$ cat src/core/rsc_pkg.sv
// Package of constants and types for the multi-source reset controller.
package rsc_pkg;

    // ----------
    // Register map (byte addresses)
    // ----------
    localparam logic [7:0] RSC_CTRL_ADDR = 8'h00;
    localparam logic [7:0] RSC_STATUS_ADDR = 8'h04;
    localparam logic [7:0] RSC_HRCW_ADDR = 8'h08;
    localparam logic [7:0] RSC_PORCFG_ADDR = 8'h0c;
    localparam logic [7:0] RSC_CAUSE_ADDR = 8'h10;

    // ----------
    // Control register fields
    // ----------
    localparam int RSC_CTRL_WDOG_EN_BIT = 0;
    localparam int RSC_CTRL_BMON_EN_BIT = 1;
    localparam int RSC_CTRL_SW_HARD_BIT = 2;
    localparam int RSC_CTRL_SW_SOFT_BIT = 3;

    // ----------
    // Cause register fields (sticky, write one to clear)
    // ----------
    localparam int RSC_CAUSE_POR_BIT = 0;
    localparam int RSC_CAUSE_HARD_EXT_BIT = 1;
    localparam int RSC_CAUSE_WDOG_BIT = 2;
    localparam int RSC_CAUSE_BMON_BIT = 3;
    localparam int RSC_CAUSE_SOFT_EXT_BIT = 4;
    localparam int RSC_CAUSE_HOST_BIT = 5;
    localparam int RSC_CAUSE_SCAN_BIT = 6;
    localparam int RSC_CAUSE_W = 7;

    // ----------
    // Reset values and timing
    // ----------
    localparam logic [31:0] RSC_HRCW_RESET = 32'h0000_0000;
    localparam logic [3:0] RSC_CTRL_RESET = 4'h0;
    localparam int RSC_CLK_MHZ = 40;
    localparam int RSC_POR_MIN_CYC = 16;
    localparam int RSC_HARD_HOLD_NS = 400;
    localparam int RSC_SOFT_HOLD_NS = 200;
    localparam int RSC_HARD_HOLD_CYC = (RSC_HARD_HOLD_NS * RSC_CLK_MHZ + 999) / 1000;
    localparam int RSC_SOFT_HOLD_CYC = (RSC_SOFT_HOLD_NS * RSC_CLK_MHZ + 999) / 1000;
    localparam int RSC_CNT_W = 8;

    // ----------
    // Reset sequencer states and kinds
    // ----------
    typedef enum logic [1:0] {
        RSC_ST_IDLE = 2'b00,
        RSC_ST_POR = 2'b01,
        RSC_ST_HARD = 2'b10,
        RSC_ST_SOFT = 2'b11
    } rsc_state_t;

    // Boundary-scan commands; any but RSC_SCAN_NONE forces a soft reset.
    typedef enum logic [1:0] {
        RSC_SCAN_NONE = 2'b00,
        RSC_SCAN_EXTEST = 2'b01,
        RSC_SCAN_CLAMP = 2'b10,
        RSC_SCAN_HIGHZ = 2'b11
    } rsc_scan_t;

    // Configuration latched only at power-on.
    typedef struct packed {
        logic [2:0] clock_mode_bits;
        logic [1:0] rst_cfg_mode;
        logic [1:0] boot_mode;
        logic [3:0] chip_id;
        logic host_port_64;
        logic [2:0] core_out_ratio;
    } rsc_porcfg_t;

    localparam int RSC_PORCFG_W = $bits(rsc_porcfg_t);

endpackage : rsc_pkg

$ cat src/core/rsc_axil.sv
// AXI4-Lite register slave for the reset controller.
`timescale 1ns/1ps
`default_nettype none
module rsc_axil
    import rsc_pkg::*;
(
    input wire logic clk, // System clock.
    input wire logic rst, // Synchronous reset, active high.
    input wire logic [7:0] s_axi_awaddr, // Write address.
    input wire logic s_axi_awvalid, // Write address valid.
    output logic s_axi_awready, // Write address ready.
    input wire logic [31:0] s_axi_wdata, // Write data.
    input wire logic [3:0] s_axi_wstrb, // Write strobes.
    input wire logic s_axi_wvalid, // Write data valid.
    output logic s_axi_wready, // Write data ready.
    output logic [1:0] s_axi_bresp, // Write response.
    output logic s_axi_bvalid, // Write response valid.
    input wire logic s_axi_bready, // Write response ready.
    input wire logic [7:0] s_axi_araddr, // Read address.
    input wire logic s_axi_arvalid, // Read address valid.
    output logic s_axi_arready, // Read address ready.
    output logic [31:0] s_axi_rdata, // Read data.
    output logic [1:0] s_axi_rresp, // Read response.
    output logic s_axi_rvalid, // Read data valid.
    input wire logic s_axi_rready, // Read data ready.
    output logic wr_en, // One-cycle write strobe.
    output logic [7:0] wr_addr, // Write address.
    output logic [31:0] wr_data, // Write data as received; byte strobes not applied.
    output logic [3:0] wr_strb, // Write byte strobes.
    input wire logic wr_ok, // Address is writable.
    output logic [7:0] rd_addr, // Read address, combinational.
    input wire logic [31:0] rd_data, // Read data for rd_addr.
    input wire logic rd_ok // Address is readable.
);

    typedef struct packed {
        logic aw_have;
        logic [7:0] awaddr;
        logic w_have;
        logic [31:0] wdata;
        logic [3:0] wstrb;
        logic bvalid;
        logic [1:0] bresp;
        logic rvalid;
        logic [31:0] rdata;
        logic [1:0] rresp;
        logic wr_en;
        logic awready, wready, arready;
    } rsc_axil_t;

    rsc_axil_t s_q;
    rsc_axil_t s_d;

    assign s_axi_awready = s_q.awready;
    assign s_axi_wready = s_q.wready;
    assign s_axi_arready = s_q.arready;
    assign s_axi_bvalid = s_q.bvalid;
    assign s_axi_bresp = s_q.bresp;
    assign s_axi_rvalid = s_q.rvalid;
    assign s_axi_rdata = s_q.rdata;
    assign s_axi_rresp = s_q.rresp;
    assign wr_en = s_q.wr_en;
    assign wr_addr = s_q.awaddr;
    assign wr_data = s_q.wdata;
    assign wr_strb = s_q.wstrb;
    assign rd_addr = s_axi_araddr;

    always_comb begin
        s_d = s_q;
        s_d.wr_en = 1'b0;
        if (s_axi_awvalid && s_axi_awready) begin
            s_d.aw_have = 1'b1;
            s_d.awaddr = s_axi_awaddr;
        end
        if (s_axi_wvalid && s_axi_wready) begin
            s_d.w_have = 1'b1;
            s_d.wdata = s_axi_wdata;
            s_d.wstrb = s_axi_wstrb;
        end
        // Both halves held: raise the response, and the write strobe when wr_ok, in the same cycle.
        if (s_q.aw_have && s_q.w_have) begin
            s_d.aw_have = 1'b0;
            s_d.w_have = 1'b0;
            s_d.wr_en = wr_ok;
            s_d.bvalid = 1'b1;
            s_d.bresp = wr_ok ? 2'b00 : 2'b10;
        end
        if (s_q.bvalid && s_axi_bready) begin
            s_d.bvalid = 1'b0;
        end
        if (s_axi_arvalid && s_axi_arready) begin
            s_d.rvalid = 1'b1;
            s_d.rdata = rd_ok ? rd_data : 32'h0000_0000;
            s_d.rresp = rd_ok ? 2'b00 : 2'b10;
        end else if (s_q.rvalid && s_axi_rready) begin
            s_d.rvalid = 1'b0;
        end
        s_d.awready = !s_d.aw_have && !s_d.bvalid;
        s_d.wready = !s_d.w_have && !s_d.bvalid;
        s_d.arready = !s_d.rvalid;
    end

    always_ff @(posedge clk) begin
        if (rst) begin
            s_q <= '0;
        end else begin
            s_q <= s_d;
        end
    end

endmodule : rsc_axil
`default_nettype wire

$ cat src/core/rsc_top.sv
// Multi-source reset controller: sources, priority, pin drive and reset outputs.
`timescale 1ns/1ps
`default_nettype none
module rsc_top
    import rsc_pkg::*;
#(
    parameter int HARD_HOLD = RSC_HARD_HOLD_CYC, // Cycles a hard reset stays driven.
    parameter int SOFT_HOLD = RSC_SOFT_HOLD_CYC, // Cycles a soft reset stays driven.
    parameter int POR_HOLD = RSC_POR_MIN_CYC // Cycles after power-on input release.
)
(
    input wire logic clk, // Input reference clock, 40 MHz.
    input wire logic rst, // Synchronous reset, active high.
    input wire logic power_on_reset_in_n, // Power-on reset pin, active low.
    input wire logic hard_reset_pin_i, // Hard reset pin level in.
    output logic hard_reset_pin_o, // Hard reset pin drive value, always low.
    output logic hard_reset_pin_oe, // Hard reset pin drive enable.
    input wire logic soft_reset_pin_i, // Soft reset pin level in.
    output logic soft_reset_pin_o, // Soft reset pin drive value, always low.
    output logic soft_reset_pin_oe, // Soft reset pin drive enable.
    input wire logic wdog_zero, // Watchdog count reached zero, same clock.
    input wire logic bmon_zero, // Bus monitor count reached zero, same clock.
    input wire logic host_soft_cmd, // Host reset command from test port.
    input wire logic [1:0] scan_cmd, // Active boundary-scan command.
    input wire logic [RSC_PORCFG_W-1:0] cfg_pins, // Configuration straps.
    input wire logic host_cfg_valid, // Host-port configuration write.
    input wire logic [31:0] host_cfg_word, // Host-port configuration word.
    output logic system_pll_rst, // System PLL state reset.
    output logic bus_interface_unit_rst, // Bus interface unit register reset.
    output logic peripheral_bus_rst, // Peripheral bus module reset.
    output logic core_rst, // Core reset.
    output logic internal_bus_subsystem_rst, // Internal bus reset.
    output logic [RSC_PORCFG_W-1:0] porcfg, // Configuration latched at power-on.
    output logic [31:0] hrcw, // Hard reset configuration word.
    input wire logic [7:0] s_axi_awaddr, // AXI write address.
    input wire logic s_axi_awvalid, // AXI write address valid.
    output logic s_axi_awready, // AXI write address ready.
    input wire logic [31:0] s_axi_wdata, // AXI write data.
    input wire logic [3:0] s_axi_wstrb, // AXI write strobes.
    input wire logic s_axi_wvalid, // AXI write data valid.
    output logic s_axi_wready, // AXI write data ready.
    output logic [1:0] s_axi_bresp, // AXI write response.
    output logic s_axi_bvalid, // AXI write response valid.
    input wire logic s_axi_bready, // AXI write response ready.
    input wire logic [7:0] s_axi_araddr, // AXI read address.
    input wire logic s_axi_arvalid, // AXI read address valid.
    output logic s_axi_arready, // AXI read address ready.
    output logic [31:0] s_axi_rdata, // AXI read data.
    output logic [1:0] s_axi_rresp, // AXI read response.
    output logic s_axi_rvalid, // AXI read data valid.
    input wire logic s_axi_rready // AXI read data ready.
);

    // ----------
    // State
    // ----------
    typedef struct packed {
        logic [1:0] por_sync;
        logic [1:0] hard_sync;
        logic [1:0] soft_sync;
        logic [1:0] host_sync;
        logic [1:0][RSC_PORCFG_W-1:0] cfg_sync;
        logic hard_seen;
        logic soft_seen;
        rsc_state_t st;
        logic [RSC_CNT_W-1:0] cnt;
        logic [3:0] ctrl;
        logic [RSC_CAUSE_W-1:0] cause;
        logic [31:0] hrcw;
        logic [RSC_PORCFG_W-1:0] porcfg;
        logic scan_soft_drive;
        logic pll_rst;
        logic biu_rst;
        logic per_rst;
        logic core_rst;
        logic ibus_rst;
        logic hard_oe;
        logic soft_oe;
    } rsc_top_t;

    rsc_top_t s_q;
    rsc_top_t s_d;

    logic wr_en;
    logic [7:0] wr_addr;
    logic [31:0] wr_data;
    logic [3:0] wr_strb;
    logic wr_ok;
    logic [7:0] rd_addr;
    logic [31:0] rd_data;
    logic rd_ok;

    // Byte-lane merge used for the control and configuration word registers.
    function automatic logic [31:0] rsc_merge(input logic [31:0] old_v,
                                              input logic [31:0] new_v,
                                              input logic [3:0] strb);
        logic [31:0] r;
        r = old_v;
        for (int i = 0; i < 4; i++) begin
            if (strb[i]) begin
                r[i*8 +: 8] = new_v[i*8 +: 8];
            end
        end
        return r;
    endfunction : rsc_merge

    function automatic logic [RSC_CNT_W-1:0] rsc_cyc(input int n);
        return RSC_CNT_W'((n < 1) ? 1 : n);
    endfunction : rsc_cyc

    // ----------
    // Register bus
    // ----------
    rsc_axil u_axil (
        .clk(clk),
        .rst(rst),
        .s_axi_awaddr(s_axi_awaddr),
        .s_axi_awvalid(s_axi_awvalid),
        .s_axi_awready(s_axi_awready),
        .s_axi_wdata(s_axi_wdata),
        .s_axi_wstrb(s_axi_wstrb),
        .s_axi_wvalid(s_axi_wvalid),
        .s_axi_wready(s_axi_wready),
        .s_axi_bresp(s_axi_bresp),
        .s_axi_bvalid(s_axi_bvalid),
        .s_axi_bready(s_axi_bready),
        .s_axi_araddr(s_axi_araddr),
        .s_axi_arvalid(s_axi_arvalid),
        .s_axi_arready(s_axi_arready),
        .s_axi_rdata(s_axi_rdata),
        .s_axi_rresp(s_axi_rresp),
        .s_axi_rvalid(s_axi_rvalid),
        .s_axi_rready(s_axi_rready),
        .wr_en(wr_en),
        .wr_addr(wr_addr),
        .wr_data(wr_data),
        .wr_strb(wr_strb),
        .wr_ok(wr_ok),
        .rd_addr(rd_addr),
        .rd_data(rd_data),
        .rd_ok(rd_ok)
    );

    assign wr_ok = (wr_addr == RSC_CTRL_ADDR) || (wr_addr == RSC_HRCW_ADDR)
                || (wr_addr == RSC_CAUSE_ADDR);
    assign rd_ok = (rd_addr == RSC_CTRL_ADDR) || (rd_addr == RSC_STATUS_ADDR)
                || (rd_addr == RSC_HRCW_ADDR) || (rd_addr == RSC_PORCFG_ADDR)
                || (rd_addr == RSC_CAUSE_ADDR);

    always_comb begin
        rd_data = 32'h0000_0000;
        unique case (rd_addr)
            RSC_CTRL_ADDR: rd_data = {28'h000_0000, s_q.ctrl};
            RSC_STATUS_ADDR: rd_data = {24'h00_0000, s_q.hard_oe, s_q.soft_oe,
                                        s_q.per_rst, s_q.biu_rst, s_q.pll_rst,
                                        s_q.core_rst, s_q.st};
            RSC_HRCW_ADDR: rd_data = s_q.hrcw;
            RSC_PORCFG_ADDR: rd_data = 32'(s_q.porcfg);
            RSC_CAUSE_ADDR: rd_data = 32'(s_q.cause);
            default: rd_data = 32'h0000_0000;
        endcase
    end

    // ----------
    // Sequencer
    // ----------
    always_comb begin
        logic por_req;
        logic hard_ext;
        logic wd_req;
        logic bm_req;
        logic hard_req;
        logic soft_ext;
        logic host_req;
        logic scan_req;
        logic soft_req;
        logic busy;
        logic [RSC_CAUSE_W-1:0] set_c;
        logic [31:0] m;
        por_req = 1'b0;
        hard_ext = 1'b0;
        wd_req = 1'b0;
        bm_req = 1'b0;
        hard_req = 1'b0;
        soft_ext = 1'b0;
        host_req = 1'b0;
        scan_req = 1'b0;
        soft_req = 1'b0;
        busy = 1'b0;
        set_c = '0;
        m = 32'h0000_0000;
        s_d = s_q;

        // Pins pass two flops before use.
        s_d.por_sync = {s_q.por_sync[0], ~power_on_reset_in_n};
        s_d.hard_sync = {s_q.hard_sync[0], ~hard_reset_pin_i};
        s_d.soft_sync = {s_q.soft_sync[0], ~soft_reset_pin_i};
        s_d.host_sync = {s_q.host_sync[0], host_soft_cmd};
        s_d.cfg_sync = {s_q.cfg_sync[0], cfg_pins};
        s_d.hard_seen = s_q.hard_sync[1];
        s_d.soft_seen = s_q.soft_sync[1];

        busy = (s_q.st != RSC_ST_IDLE);
        por_req = s_q.por_sync[1];
        // Our own drive shows on the pin; only a fresh edge while idle counts.
        hard_ext = s_q.hard_sync[1] && !s_q.hard_seen && !busy;
        wd_req = wdog_zero && s_q.ctrl[RSC_CTRL_WDOG_EN_BIT];
        bm_req = bmon_zero && s_q.ctrl[RSC_CTRL_BMON_EN_BIT];
        hard_req = hard_ext || wd_req || bm_req;
        soft_ext = s_q.soft_sync[1] && !s_q.soft_seen && !busy;
        host_req = s_q.host_sync[1];
        scan_req = (scan_cmd != RSC_SCAN_NONE);
        soft_req = soft_ext || host_req || scan_req;

        if (wr_en && wr_addr == RSC_CTRL_ADDR) begin
            m = rsc_merge(32'(s_q.ctrl), wr_data, wr_strb);
            s_d.ctrl = m[3:0];
            hard_req = hard_req || m[RSC_CTRL_SW_HARD_BIT];
            soft_req = soft_req || m[RSC_CTRL_SW_SOFT_BIT];
            s_d.ctrl[RSC_CTRL_SW_HARD_BIT] = 1'b0;
            s_d.ctrl[RSC_CTRL_SW_SOFT_BIT] = 1'b0;
        end
        // Bus config write taken only in power-on or hard reset.
        if (wr_en && wr_addr == RSC_HRCW_ADDR
            && (s_q.st == RSC_ST_POR || s_q.st == RSC_ST_HARD)) begin
            s_d.hrcw = rsc_merge(s_q.hrcw, wr_data, wr_strb);
        end
        if (host_cfg_valid && s_q.st == RSC_ST_POR) begin
            s_d.hrcw = host_cfg_word;
        end

        set_c[RSC_CAUSE_POR_BIT] = por_req;
        set_c[RSC_CAUSE_HARD_EXT_BIT] = hard_ext;
        set_c[RSC_CAUSE_WDOG_BIT] = wd_req;
        set_c[RSC_CAUSE_BMON_BIT] = bm_req;
        set_c[RSC_CAUSE_SOFT_EXT_BIT] = soft_ext;
        set_c[RSC_CAUSE_HOST_BIT] = host_req;
        set_c[RSC_CAUSE_SCAN_BIT] = scan_req;
        // Setting wins over a write-one clear in the same cycle.
        if (wr_en && wr_addr == RSC_CAUSE_ADDR && wr_strb[0]) begin
            s_d.cause = s_q.cause & ~wr_data[RSC_CAUSE_W-1:0];
        end
        s_d.cause = s_d.cause | set_c;

        if (s_q.cnt != '0) begin
            s_d.cnt = s_q.cnt - RSC_CNT_W'(1);
        end

        // Priority: power-on over hard over soft; soft may not preempt a hard one.
        if (por_req) begin
            s_d.st = RSC_ST_POR;
            s_d.cnt = rsc_cyc(POR_HOLD);
            s_d.hrcw = RSC_HRCW_RESET;
            // Straps and clock ratio follow the pins only at power-on.
            s_d.porcfg = s_q.cfg_sync[1];
        end else if (hard_req && s_q.st != RSC_ST_POR) begin
            s_d.st = RSC_ST_HARD;
            s_d.cnt = rsc_cyc(HARD_HOLD);
        end else if (soft_req && !busy) begin
            s_d.st = RSC_ST_SOFT;
            s_d.cnt = rsc_cyc(SOFT_HOLD);
            s_d.scan_soft_drive = (scan_cmd != RSC_SCAN_HIGHZ);
            if (soft_ext || host_req || !scan_req) begin
                s_d.scan_soft_drive = 1'b1;
            end
        end else if (busy && s_q.cnt == '0) begin
            s_d.st = RSC_ST_IDLE;
        end

        // Outputs follow the state that is being entered.
        s_d.pll_rst = (s_d.st == RSC_ST_POR);
        s_d.biu_rst = (s_d.st == RSC_ST_POR) || (s_d.st == RSC_ST_HARD);
        s_d.hard_oe = (s_d.st == RSC_ST_POR) || (s_d.st == RSC_ST_HARD);
        s_d.core_rst = (s_d.st != RSC_ST_IDLE);
        s_d.per_rst = (s_d.st != RSC_ST_IDLE);
        s_d.ibus_rst = (s_d.st != RSC_ST_IDLE);
        // Hard drive always carries soft drive with it.
        s_d.soft_oe = s_d.hard_oe
                   || (s_d.st == RSC_ST_SOFT && s_d.scan_soft_drive);
    end

    always_ff @(posedge clk) begin
        if (rst) begin
            s_q <= '0;
            s_q.st <= RSC_ST_POR;
            s_q.cnt <= rsc_cyc(POR_HOLD);
            s_q.ctrl <= RSC_CTRL_RESET;
            s_q.hrcw <= RSC_HRCW_RESET;
            s_q.pll_rst <= 1'b1;
            s_q.biu_rst <= 1'b1;
            s_q.per_rst <= 1'b1;
            s_q.core_rst <= 1'b1;
            s_q.ibus_rst <= 1'b1;
            s_q.hard_oe <= 1'b1;
            s_q.soft_oe <= 1'b1;
        end else begin
            s_q <= s_d;
        end
    end

    assign hard_reset_pin_o = 1'b0;
    assign soft_reset_pin_o = 1'b0;
    assign hard_reset_pin_oe = s_q.hard_oe;
    assign soft_reset_pin_oe = s_q.soft_oe;
    assign system_pll_rst = s_q.pll_rst;
    assign bus_interface_unit_rst = s_q.biu_rst;
    assign peripheral_bus_rst = s_q.per_rst;
    assign core_rst = s_q.core_rst;
    assign internal_bus_subsystem_rst = s_q.ibus_rst;
    assign porcfg = s_q.porcfg;
    assign hrcw = s_q.hrcw;

endmodule : rsc_top
`default_nettype wire

$ cat config.mk
export PLATFORM = sky130hd
export DESIGN_NAME = rsc_top
export DESIGN_NICKNAME = d
export VERILOG_FILES = /design/src/core/rsc_pkg.sv /design/src/core/rsc_axil.sv /design/src/core/rsc_top.sv
export SDC_FILE = /design/constraint.sdc
export NUM_CORES = 1
export LEC_CHECK = 0
export BUFFER_PORTS_ARGS = -buffer_cell sky130_fd_sc_hd__buf_2
export CORE_MARGIN = 2
export CORE_UTILIZATION = 30
export CTS_CLUSTER_DIAMETER = 100
export CTS_CLUSTER_SIZE = 24
export DETAILED_ROUTE_END_ITERATION = 12
export GPL_ROUTABILITY_DRIVEN = 0
export PLACE_DENSITY_LB_ADDON = 0.25
export REMOVE_ABC_BUFFERS = 1
export SETUP_SLACK_MARGIN = 0.1
export SLEW_MARGIN = 10
export SYNTH_ARGS = -nofsm -noshare
export SYNTH_HDL_FRONTEND = slang
export SYNTH_SLANG_ARGS = --single-unit
$ cat constraint.sdc
create_clock -name clk -period 7.3 [get_ports clk]
set_input_delay 0.365 -clock clk [delete_from_list [all_inputs] [get_ports clk]]
set_output_delay 0.365 -clock clk [all_outputs]
set_load 0.01 [all_outputs]
==> results of run 1 <==
-- power by group through the flow --
stage	Sequential (mW)	Clock, mW	Combinational, mW
finish	1.23	0.935	0.496
CTS	1.23	0.972	0.504
detailed placement	1.25	0	0.502
global placement	1.25	0	0.498
floorplan	1.26	0	0.296
global route	1.24	1.01	0.556
-- area by class of cell --
cell class / instances / share of cell area, %
sequential: 197 / 41.8
clock buffer: 18 / 4.65
multi-input combinational: 547 / 34.8
tap: 341 / 4.52
inverter: 29 / 1.15
clock inverter: 14 / 1.63
timing repair buffer: 212 / 11.4
-- kinds of logic after synthesis --
logic type | count (synthesis)
muxes | 57
other | 1
buffers and inverters | 162
and+or+nand+nor | 304
DFF | 197
xor gates and xnor gates | 5
adders and majority gates | 7
AOI/OAI and AO/OA | 170
-- synthesized netlist by cell type, types with 15 or more instances --
cell type,n,share of area [%]
a22oi_1,24,2.2
mux2i_1,54,6.6
buf_4,88,8.1
o21ai_0,15,0.92
clkbuf_1,31,1.4
nand2_1,112,5.1
a21oi_1,63,3.9
inv_1,29,1.3
nor2_1,89,4.1
nor2b_1,46,3.5
dfxtp_1,197,48
a211oi_1,32,2.9
-- sequential cells by signal, summed over array words and instances, names as in the netlist --
name                        flops
porcfg                         15
u_axil.s_axi_awready            1
internal_bus_subsystem_rst      1
hrcw                           32
u_axil.s_axi_rresp              1
u_axil.s_axi_bresp              1
u_axil.s_axi_rdata             32
soft_reset_pin_oe               1
u_axil.s_axi_arready            1
u_axil.wr_data                 32
u_axil.wr_addr                  8
u_axil.s_axi_wready             1
u_axil.wr_strb                  4
u_axil.s_q                      2
system_pll_rst                  1
s_d                            21
u_axil.s_axi_rvalid             1
u_axil.s_axi_bvalid             1
hard_reset_pin_oe               1
s_q                            39
u_axil.wr_en                    1
-- metal layers --
metal  vias up  routed length, um
li1       3177                  -
met1      2849              10500
met2       164              10000
met3        15               1210
met4         0                267
met5         -                  0
-- path summary, 6_finish.rpt --
check | startpoint | end | slack (ns) | cells after the start
max | s_q[75] | soft_reset_pin_oe | 4.55 | 10
max reg2reg | s_q[75] | soft_reset_pin_oe | 4.55 | 10
min reg2reg | u_axil.s_axi_rdata[6] | u_axil.s_axi_rdata[6] | 0.44 | 2
min | power_on_reset_in_n | s_d[115] | 0.07 | 2
-- stage by stage --
stage | area (um2) | power [mW] | setup slack [ns]
after CTS | 9440 | 2.70 | 4.56
after floorplan | 7330 | 1.56 | 4.82
after global routing | 9440 | 2.81 | 4.39
final | 9440 | 2.66 | 4.55
after detailed placement | 8840 | 1.75 | 4.58
after global placement | 8840 | 1.75 | 4.66
==> flow_metrics.py, run 1 <==
metrics = {
    "worst_setup_path": {
        "worst-setup-path-type": "register to register",
        "crit_top_cell": "ha_1",
        "cp-end-kind": "register",
        "arrival_ns": 3.06,
        "path_max_fanout": 7,
        "critical_path.top_delay_family": "simple AND/OR/NAND/NOR gates",
        "cp_cell_sequence": "inv_1 > ha_1 > or4_4 > o22ai_2 > or2_1 > o21ai_2 > ha_1 > or2_2 > a31oi_1 > o211ai_1",
        "crit_path_top_delay_cell": "or4_4",
        "cpPeakStageDelay_ns": 0.51,
        "critPathLaunchType": "register",
        "critical_path_buf_inv_count": 1,
        "cp_data_required_time_ns": 7.62,
    },
    "routing": {
        "drtIter0Drc": 309,
        "routed_wl_um": 22000,
        "avgRoutedWirePerCell_um": 16.2,
        "route.detailed.drc": 0,
        "drtAntennaViolNets": 0,
        "vias": 6205,
        "vias_per_cell": 4.57,
        "dr.pass1.iters": 4,
    },
    "sta": {
        "slew_headroom_pct": 25.5,
        "whs_ns": 0.0665,
        "period_minus_slack_ns": 2.75,
        "rsz0062_at_grt": "no",
        "clock_skew_ns": 0.0170,
        "drv_slew": 0,
        "tightest_slew_ns": 1.12,
        "fmax_ghz": 0.364,
        "timing.final.crit_share_pct": 37.6,
        "hold_viol": 0,
        "setup_viol": 0,
        "fin_tns_setup_ns": 0,
    },
    "pwr": {
        "switching_power_uw": 822,
        "p_clk_share_pct": 35.2,
        "internal_power_mw": 1.84,
        "power_density_nw_per_um2": 282,
        "p_comb_share_pct": 18.7,
        "swShare_pct": 30.9,
        "ir_drop_v": 0.000113,
        "p_leak_nw": 4.03,
        "seqPwrFrac_pct": 46.2,
    },
    "place": {
        "hpwl_um": 15100,
        "port_buffers": 207,
        "place_inst": 1326,
    },
    "synth": {
        "yosysWarnings": 0,
        "yosys.cell_types.count": 54,
        "synthSimpleGateAreaFrac_pct": 17.7,
        "synthCells": 903,
        "synth_xor_area_share_pct": 0.536,
        "syn-mean-instance-area_um2": 9.05,
        "synth-compound-area-share_pct": 13.7,
        "synth_seq_cells": 197,
        "synth_top_flop_cell": "dfxtp_1",
        "synth_top_family_by_area": "simple AND/OR/NAND/NOR gates",
        "synth_area_um2": 8170,
        "synthArstFlopShare_pct": 0,
        "synthAdderAreaFrac_pct": 1.07,
        "synth_edf_count": 0,
        "synth-seq-area-share_pct": 48.3,
        "muxShareOfSynthArea_pct": 7.03,
    },
    "floorplan": {
        "die_area_um2": 28600,
        "ios": 212,
        "fp.dieH_um": 169,
        "row_count": 60,
        "core_area_um2": 26900,
        "die_x_um": 169,
        "start_util_pct": 30.4,
    },
    "grt": {
        "grt_pass1_vias": 5909,
        "met1_usage_pct": 20.8,
        "grt_pass1_wl_um": 33800,
        "gr-usage-all-layers_pct": 15.4,
        "grt_overflow_total": 0,
        "met2_usage_pct": 25.0,
        "grt_max_degree": 86,
        "grtUsageMet3_pct": 3.65,
        "busiest_layer": "met2",
        "antenna_found_initial": 0,
    },
    "min_path": {
        "hp-class": "input port to register",
    },
    "clock_network": {
        "numCtsBuffers": 17,
        "insertion_delay_ns": 0.44,
        "cts_hold_buf": 0,
        "post_cts_buffers": 0,
        "cts_buffer_depth": 2,
        "cts_resized": 0,
        "clk_pin_slew_ns": 0.08,
        "cts_htree_levels": 4,
        "cts_sinks": 197,
        "tritoncts": "yes",
        "cts_root_buffer": "clkbuf_16",
    },
    "run": {
        "maxCapViolCount": 0,
    },
    "layout": {
        "synthToLayoutAreaGrowth_pct": 15.5,
        "stdcell_count": 1358,
        "regArea_um2": 3940,
        "nets": 1126,
        "mostFrequentLayoutCells": "buf_2 (206), dfxtp_1 (197), nand2_1 (110)",
        "antenna_cells": 0,
        "multi_input_area_um2": 3290,
        "num-fill-cells": 2818,
        "drive_gt1_share_pct": 26.6,
        "final_util_pct": 35.1,
        "final_common_cell": "buf_2",
    },
    "run_status": {
        "status": "finished clean",
    },
}
Power figures use the tool's default switching activity.
==> inputs of run 2 (changes only) <==
- clock period: 7.3 -> 2.8 ns (I/O delays scaled with it)
==> run 2 against run 1 <==
Effect of this change:
- power rose to 2.6 times the previous value
- worst setup slack got worse by 4.3 ns
- routed wire length rose by 3.6%
- sequential cell count did not move
- clock skew fell by 0.0037 ns
- count of clock-buffer cells in the layout rose by 1
- sequential power rose to 2.6 times the previous value
- cell area rose by 8.1%
- hold slack got worse by 0.032 ns
- cell count rose by 6.0%
- largest power group unchanged
- largest cell class unchanged
==> flow_metrics.py, run 2 (synthesized netlist as in run 1, its figures left out) <==
metrics = {
    "worst_setup_path": {
        "worst-setup-path-type": "register to register",
        "cpPeakStageDelay_ns": 0.50,
        "critical_path_buf_inv_count": 1,
        "cp_cell_sequence": "inv_1 > ha_1 > or4_4 > o22a_2 > o21ai_2 > and2_1 > ha_1 > or2_2 > a31oi_1 > o211ai_1",
        "crit_path_top_delay_cell": "or4_4",
        "critical_path.top_delay_family": "simple AND/OR/NAND/NOR gates",
        "crit_top_cell": "ha_1",
        "cp_data_required_time_ns": 3.11,
        "critPathLaunchType": "register",
        "cp-end-kind": "register",
        "path_max_fanout": 5,
        "arrival_ns": 2.84,
    },
    "run": {
        "maxCapViolCount": 0,
    },
    "sta": {
        "fmax_ghz": 0.395,
        "hold_viol": 0,
        "drv_slew": 0,
        "clock_skew_ns": 0.0132,
        "fin_tns_setup_ns": 0,
        "rsz0062_at_grt": "no",
        "setup_viol": 0,
        "slew_headroom_pct": 29.6,
        "timing.final.crit_share_pct": 90.3,
        "tightest_slew_ns": 1.05,
        "period_minus_slack_ns": 2.53,
    },
    "layout": {
        "largest_reg_flops": 39,
        "nets": 1207,
        "final_common_cell": "buf_2",
        "mostFrequentLayoutCells": "buf_2 (206), dfxtp_1 (197), nand2_1 (110)",
        "regArea_um2": 3940,
        "regMostFlops": "s_q",
        "fin_area_um2": 10200,
        "drive_gt1_share_pct": 26.1,
        "multi_input_area_um2": 3290,
        "num-fill-cells": 2748,
        "synthToLayoutAreaGrowth_pct": 24.8,
    },
    "routing": {
        "routed_wl_um": 22800,
        "dr.pass1.iters": 5,
        "avgRoutedWirePerCell_um": 15.8,
        "vias": 6511,
        "drtAntennaViolNets": 0,
        "drtIter0Drc": 316,
        "vias_per_cell": 4.52,
        "route.detailed.drc": 0,
    },
    "grt": {
        "gr-usage-all-layers_pct": 15.7,
        "grt_max_degree": 60,
        "grt_pass1_vias": 6342,
        "grt_overflow_total": 0,
        "antenna_found_initial": 1,
        "grt_pass1_wl_um": 34900,
    },
    "floorplan": {
        "die_x_um": 169,
        "fp.dieH_um": 169,
        "ios": 212,
        "core_area_um2": 26900,
        "row_count": 60,
        "die_area_um2": 28600,
        "start_util_pct": 30.4,
    },
    "clock_network": {
        "cts_resized": 0,
        "cts_root_buffer": "clkbuf_16",
        "clk_pin_slew_ns": 0.08,
        "tritoncts": "yes",
        "insertion_delay_ns": 0.43,
        "cts_htree_levels": 4,
        "cts_buffer_depth": 2,
        "cts_sinks": 197,
        "numCtsBuffers": 17,
    },
    "pwr": {
        "power_density_nw_per_um2": 685,
        "p_leak_nw": 4.37,
        "ir_drop_v": 0.000330,
    },
    "run_status": {
        "status": "finished clean",
    },
    "min_path": {
        "hp-class": "input port to register",
    },
    "place": {
        "placed_area_um2": 8990,
        "port_buffers": 207,
        "hpwl_um": 16100,
    },
}
==> run 2: per-stage QoR <==
| step | std cells | util, % | hold WS, ns | power, mW | setup slack [ns] |
|---|---|---|---|---|---|
| after floorplan | 773 | - | 0.207 | 4.06 | 0.319 |
| after global placement | 1343 | 33.5 | 0.292 | 4.62 | 0.334 |
| after detailed placement | 1343 | 33.5 | 0.293 | 4.63 | 0.296 |
| after CTS | 1438 | 37.9 | 0.00999 | 7.09 | 0.268 |
| after global routing | 1439 | 37.9 | 0.0468 | 7.39 | 0.152 |
| final | 1439 | 37.9 | 0.0346 | 6.98 | 0.271 |
==> run 2: worst min-delay path: stages <==
cell and delay (ns):
buf_2 0.09, nor2b_1 0.05, nor2_1 0.10, nor2_1 0.04
==> run 2: final timing paths <==
| check | from | endpoint | slack (ns) | depth (start not counted) |
|---|---|---|---|---|
| hold reg to reg | u_axil.s_axi_rdata[6] | u_axil.s_axi_rdata[6] | 0.43 | 2 |
| hold / removal | s_axi_bready | u_axil.s_axi_bvalid | 0.03 | 4 |
| setup / recovery | s_q[75] | soft_reset_pin_oe | 0.27 | 10 |
| setup reg to reg | s_q[75] | soft_reset_pin_oe | 0.27 | 10 |
==> run 2: routing by layer <==
layer	vias to the layer above	share of wire (%)	track usage, %
li1	3336	-	-
met1	3002	49	21.6
met2	161	46	25.4
met3	12	4.1	2.78
met4	0	1.2	4.61
met5	-	0	0
==> run 2: area by class of cell <==
type | instances | share of cell area (%)
Clock buffer | 19 | 4.34
Sequential cell | 197 | 38.7
Inverter | 29 | 1.07
Multi-Input combinational cell | 547 | 32.2
Clock inverter | 12 | 1.13
Tap cell | 341 | 4.18
Antenna cell | 1 | 0.0245
Timing Repair Buffer | 293 | 18.3
==> run 2: where the power goes <==
part / internal, mW / leakage (nW) / switching, mW
logic: 0.641 / 2.49 / 0.782
clock network: 1.20 / 0.273 / 1.16
registers: 3.03 / 1.61 / 0.173
total: 4.87 / 4.37 / 2.12
==> run 2: timing repair <==
| item | CTS | global route |
|---|---|---|
| buffers inserted | 0 | 0 |
| hold endpoints to repair | 64 | 0 |
| hold buffers | 64 | 0 |
| setup endpoints to repair | 0 | 0 |
==> inputs of run 3 (changes only) <==
- CELL_PAD_IN_SITES_DETAIL_PLACEMENT: unset -> 1
- CELL_PAD_IN_SITES_GLOBAL_PLACEMENT: unset -> 1
- CORE_UTILIZATION: 30 -> 35
==> run 3 against run 2 <==
Effect of this change:
- clock power is essentially flat
- core utilization is 6.6 points higher
- global-route usage increased by 3.0 points
- critical endpoint unchanged
- highest routed layer unchanged
==> flow_metrics.py, run 3 (synthesized netlist as in run 1, its figures left out) <==
metrics = {
    "sta": {
        "hold_viol": 0,
        "worst_slack_ns": 0.228,
        "tightest_slew_ns": 1.02,
        "slew_headroom_pct": 31.9,
        "period_minus_slack_ns": 2.57,
        "fin_tns_setup_ns": 0,
        "rsz0062_at_grt": "no",
        "whs_ns": 0.0265,
        "clock_skew_ns": 0.00971,
        "setup_viol": 0,
        "fmax_ghz": 0.389,
        "drv_slew": 0,
        "timing.final.crit_share_pct": 91.9,
    },
    "layout": {
        "regArea_um2": 3940,
        "drive_gt1_share_pct": 25.5,
        "regMostFlops": "s_q",
        "fin_area_um2": 10100,
        "final_common_cell": "buf_2",
        "num-fill-cells": 2682,
        "multi_input_area_um2": 3280,
        "stdcell_count": 1408,
        "mostFrequentLayoutCells": "buf_2 (206), dfxtp_1 (197), nand2_1 (111)",
        "nets": 1200,
        "synthToLayoutAreaGrowth_pct": 24.0,
        "largest_reg_flops": 39,
    },
    "pwr": {
        "switching_power_mw": 2.16,
        "power_density_nw_per_um2": 691,
        "seqPwrFrac_pct": 45.7,
        "p_comb_share_pct": 20.3,
        "swShare_pct": 30.9,
        "p_clk_share_pct": 34.0,
        "internal_power_mw": 4.84,
        "ir_drop_v": 0.000281,
        "p_leak_nw": 4.34,
    },
    "routing": {
        "drtIter0Drc": 271,
        "route.detailed.drc": 0,
        "vias": 6667,
        "drtAntennaViolNets": 0,
        "dr.pass1.iters": 4,
        "avgRoutedWirePerCell_um": 16.3,
        "vias_per_cell": 4.74,
        "routed_wl_um": 23000,
    },
    "clock_network": {
        "cts_buffer_depth": 2,
        "insertion_delay_ns": 0.44,
        "tritoncts": "yes",
        "numCtsBuffers": 17,
        "cts_root_buffer": "clkbuf_16",
        "cts_htree_levels": 4,
        "cts_sinks": 197,
        "clk_pin_slew_ns": 0.08,
    },
    "min_path": {
        "min_from": "wdog_zero",
        "hp-class": "input port to register",
    },
    "floorplan": {
        "core_area_um2": 22800,
        "start_util_pct": 35.9,
        "die_x_um": 157,
        "fp.dieH_um": 157,
        "die_area_um2": 24600,
        "ios": 212,
        "row_count": 55,
    },
    "worst_setup_path": {
        "path_max_fanout": 4,
        "cp_data_required_time_ns": 3.12,
        "arrival_ns": 2.89,
        "worstSetupStartpoint": "u_axil.wr_addr[7]",
        "critPathLaunchType": "register",
        "cp-end-kind": "register",
        "worst-setup-path-type": "register to register",
        "r2r_start": "u_axil.wr_addr[7]",
    },
    "grt": {
        "grt_pass1_wl_um": 35700,
        "antenna_found_initial": 2,
        "grt_max_degree": 83,
        "gr-usage-all-layers_pct": 18.8,
        "grt_overflow_total": 0,
        "grt_pass1_vias": 6659,
    },
    "place": {
        "post-place-ws_ns": 0.269,
        "placed_area_um2": 8910,
        "hpwl_um": 16300,
        "port_buffers": 207,
        "place_inst": 1307,
    },
    "run_status": {
        "status": "finished clean",
    },
    "run": {
        "maxCapViolCount": 0,
    },
}
-- run 3: cell types whose count changed in the layout (fill, tap and decap cells not counted), moves of 2 or more --
cell | before | now
buf_4 | 21 | 12
clkinv_4 | 3 | 1
diode_2 | 1 | 4
inv_6 | 3 | 6
-- run 3: worst max-delay path, cell delays in order (launching register included) --
cell and delay, ns:
dfxtp_1 0.34, or3_4 0.41, or4_4 0.43, o22ai_2 0.18, or2_1 0.19, o21ai_2 0.09, ha_1 0.28, or2_2 0.29
a31oi_1 0.15, o211ai_1 0.10
-- run 3: repair_timing --
action | 4_1_cts | 5_1_grt
buffers inserted | 0 | 0
endpoints found under the hold margin | 65 | 0
gates resized for setup | 0 | 0
hold buffers | 65 | 0
-- run 3: worst paths after layout --
kind	to	slack, ns	cells past startpoint
setup / recovery	soft_reset_pin_oe	0.23	9
hold / removal	s_q[57]	0.03	3
setup reg to reg	soft_reset_pin_oe	0.23	9
hold reg to reg	s_q[104]	0.44	1
-- run 3: stage by stage --
stage / util (%) / total power [mW]
after global routing: 44.5 / 7.36
after floorplan: - / 4.06
after global placement: 39.1 / 4.60
after detailed placement: 39.1 / 4.63
after CTS: 44.5 / 7.09
final: 44.5 / 7.00
-- run 3: cell type report --
class	instances	area share (%)
Multi-Input combinational cell	547	32.4
Tap cell	313	3.86
Antenna cell	4	0.0988
Clock buffer	17	4.20
Timing Repair Buffer	286	18.1
Inverter	29	1.07
Sequential cell	197	38.9
Clock inverter	15	1.39
-- run 3: metal layers --
metal	GRT usage, %	vias up	routed length (um)
li1	-	3325	-
met1	23.4	3165	10300
met2	32.0	157	11100
met3	4.43	20	1250
met4	6.03	0	308
met5	0	-	0
-- run 3: power by group through the flow --
stage          sequential [mW]  clock [mW]  combinational (mW)
2_1_floorplan             3.28           0               0.771
3_3_place_gp              3.26           0                1.33
3_5_place_dp              3.27           0                1.36
4_1_cts                   3.21        2.45                1.44
5_1_grt                   3.24        2.54                1.58
6_report                  3.20        2.38                1.42
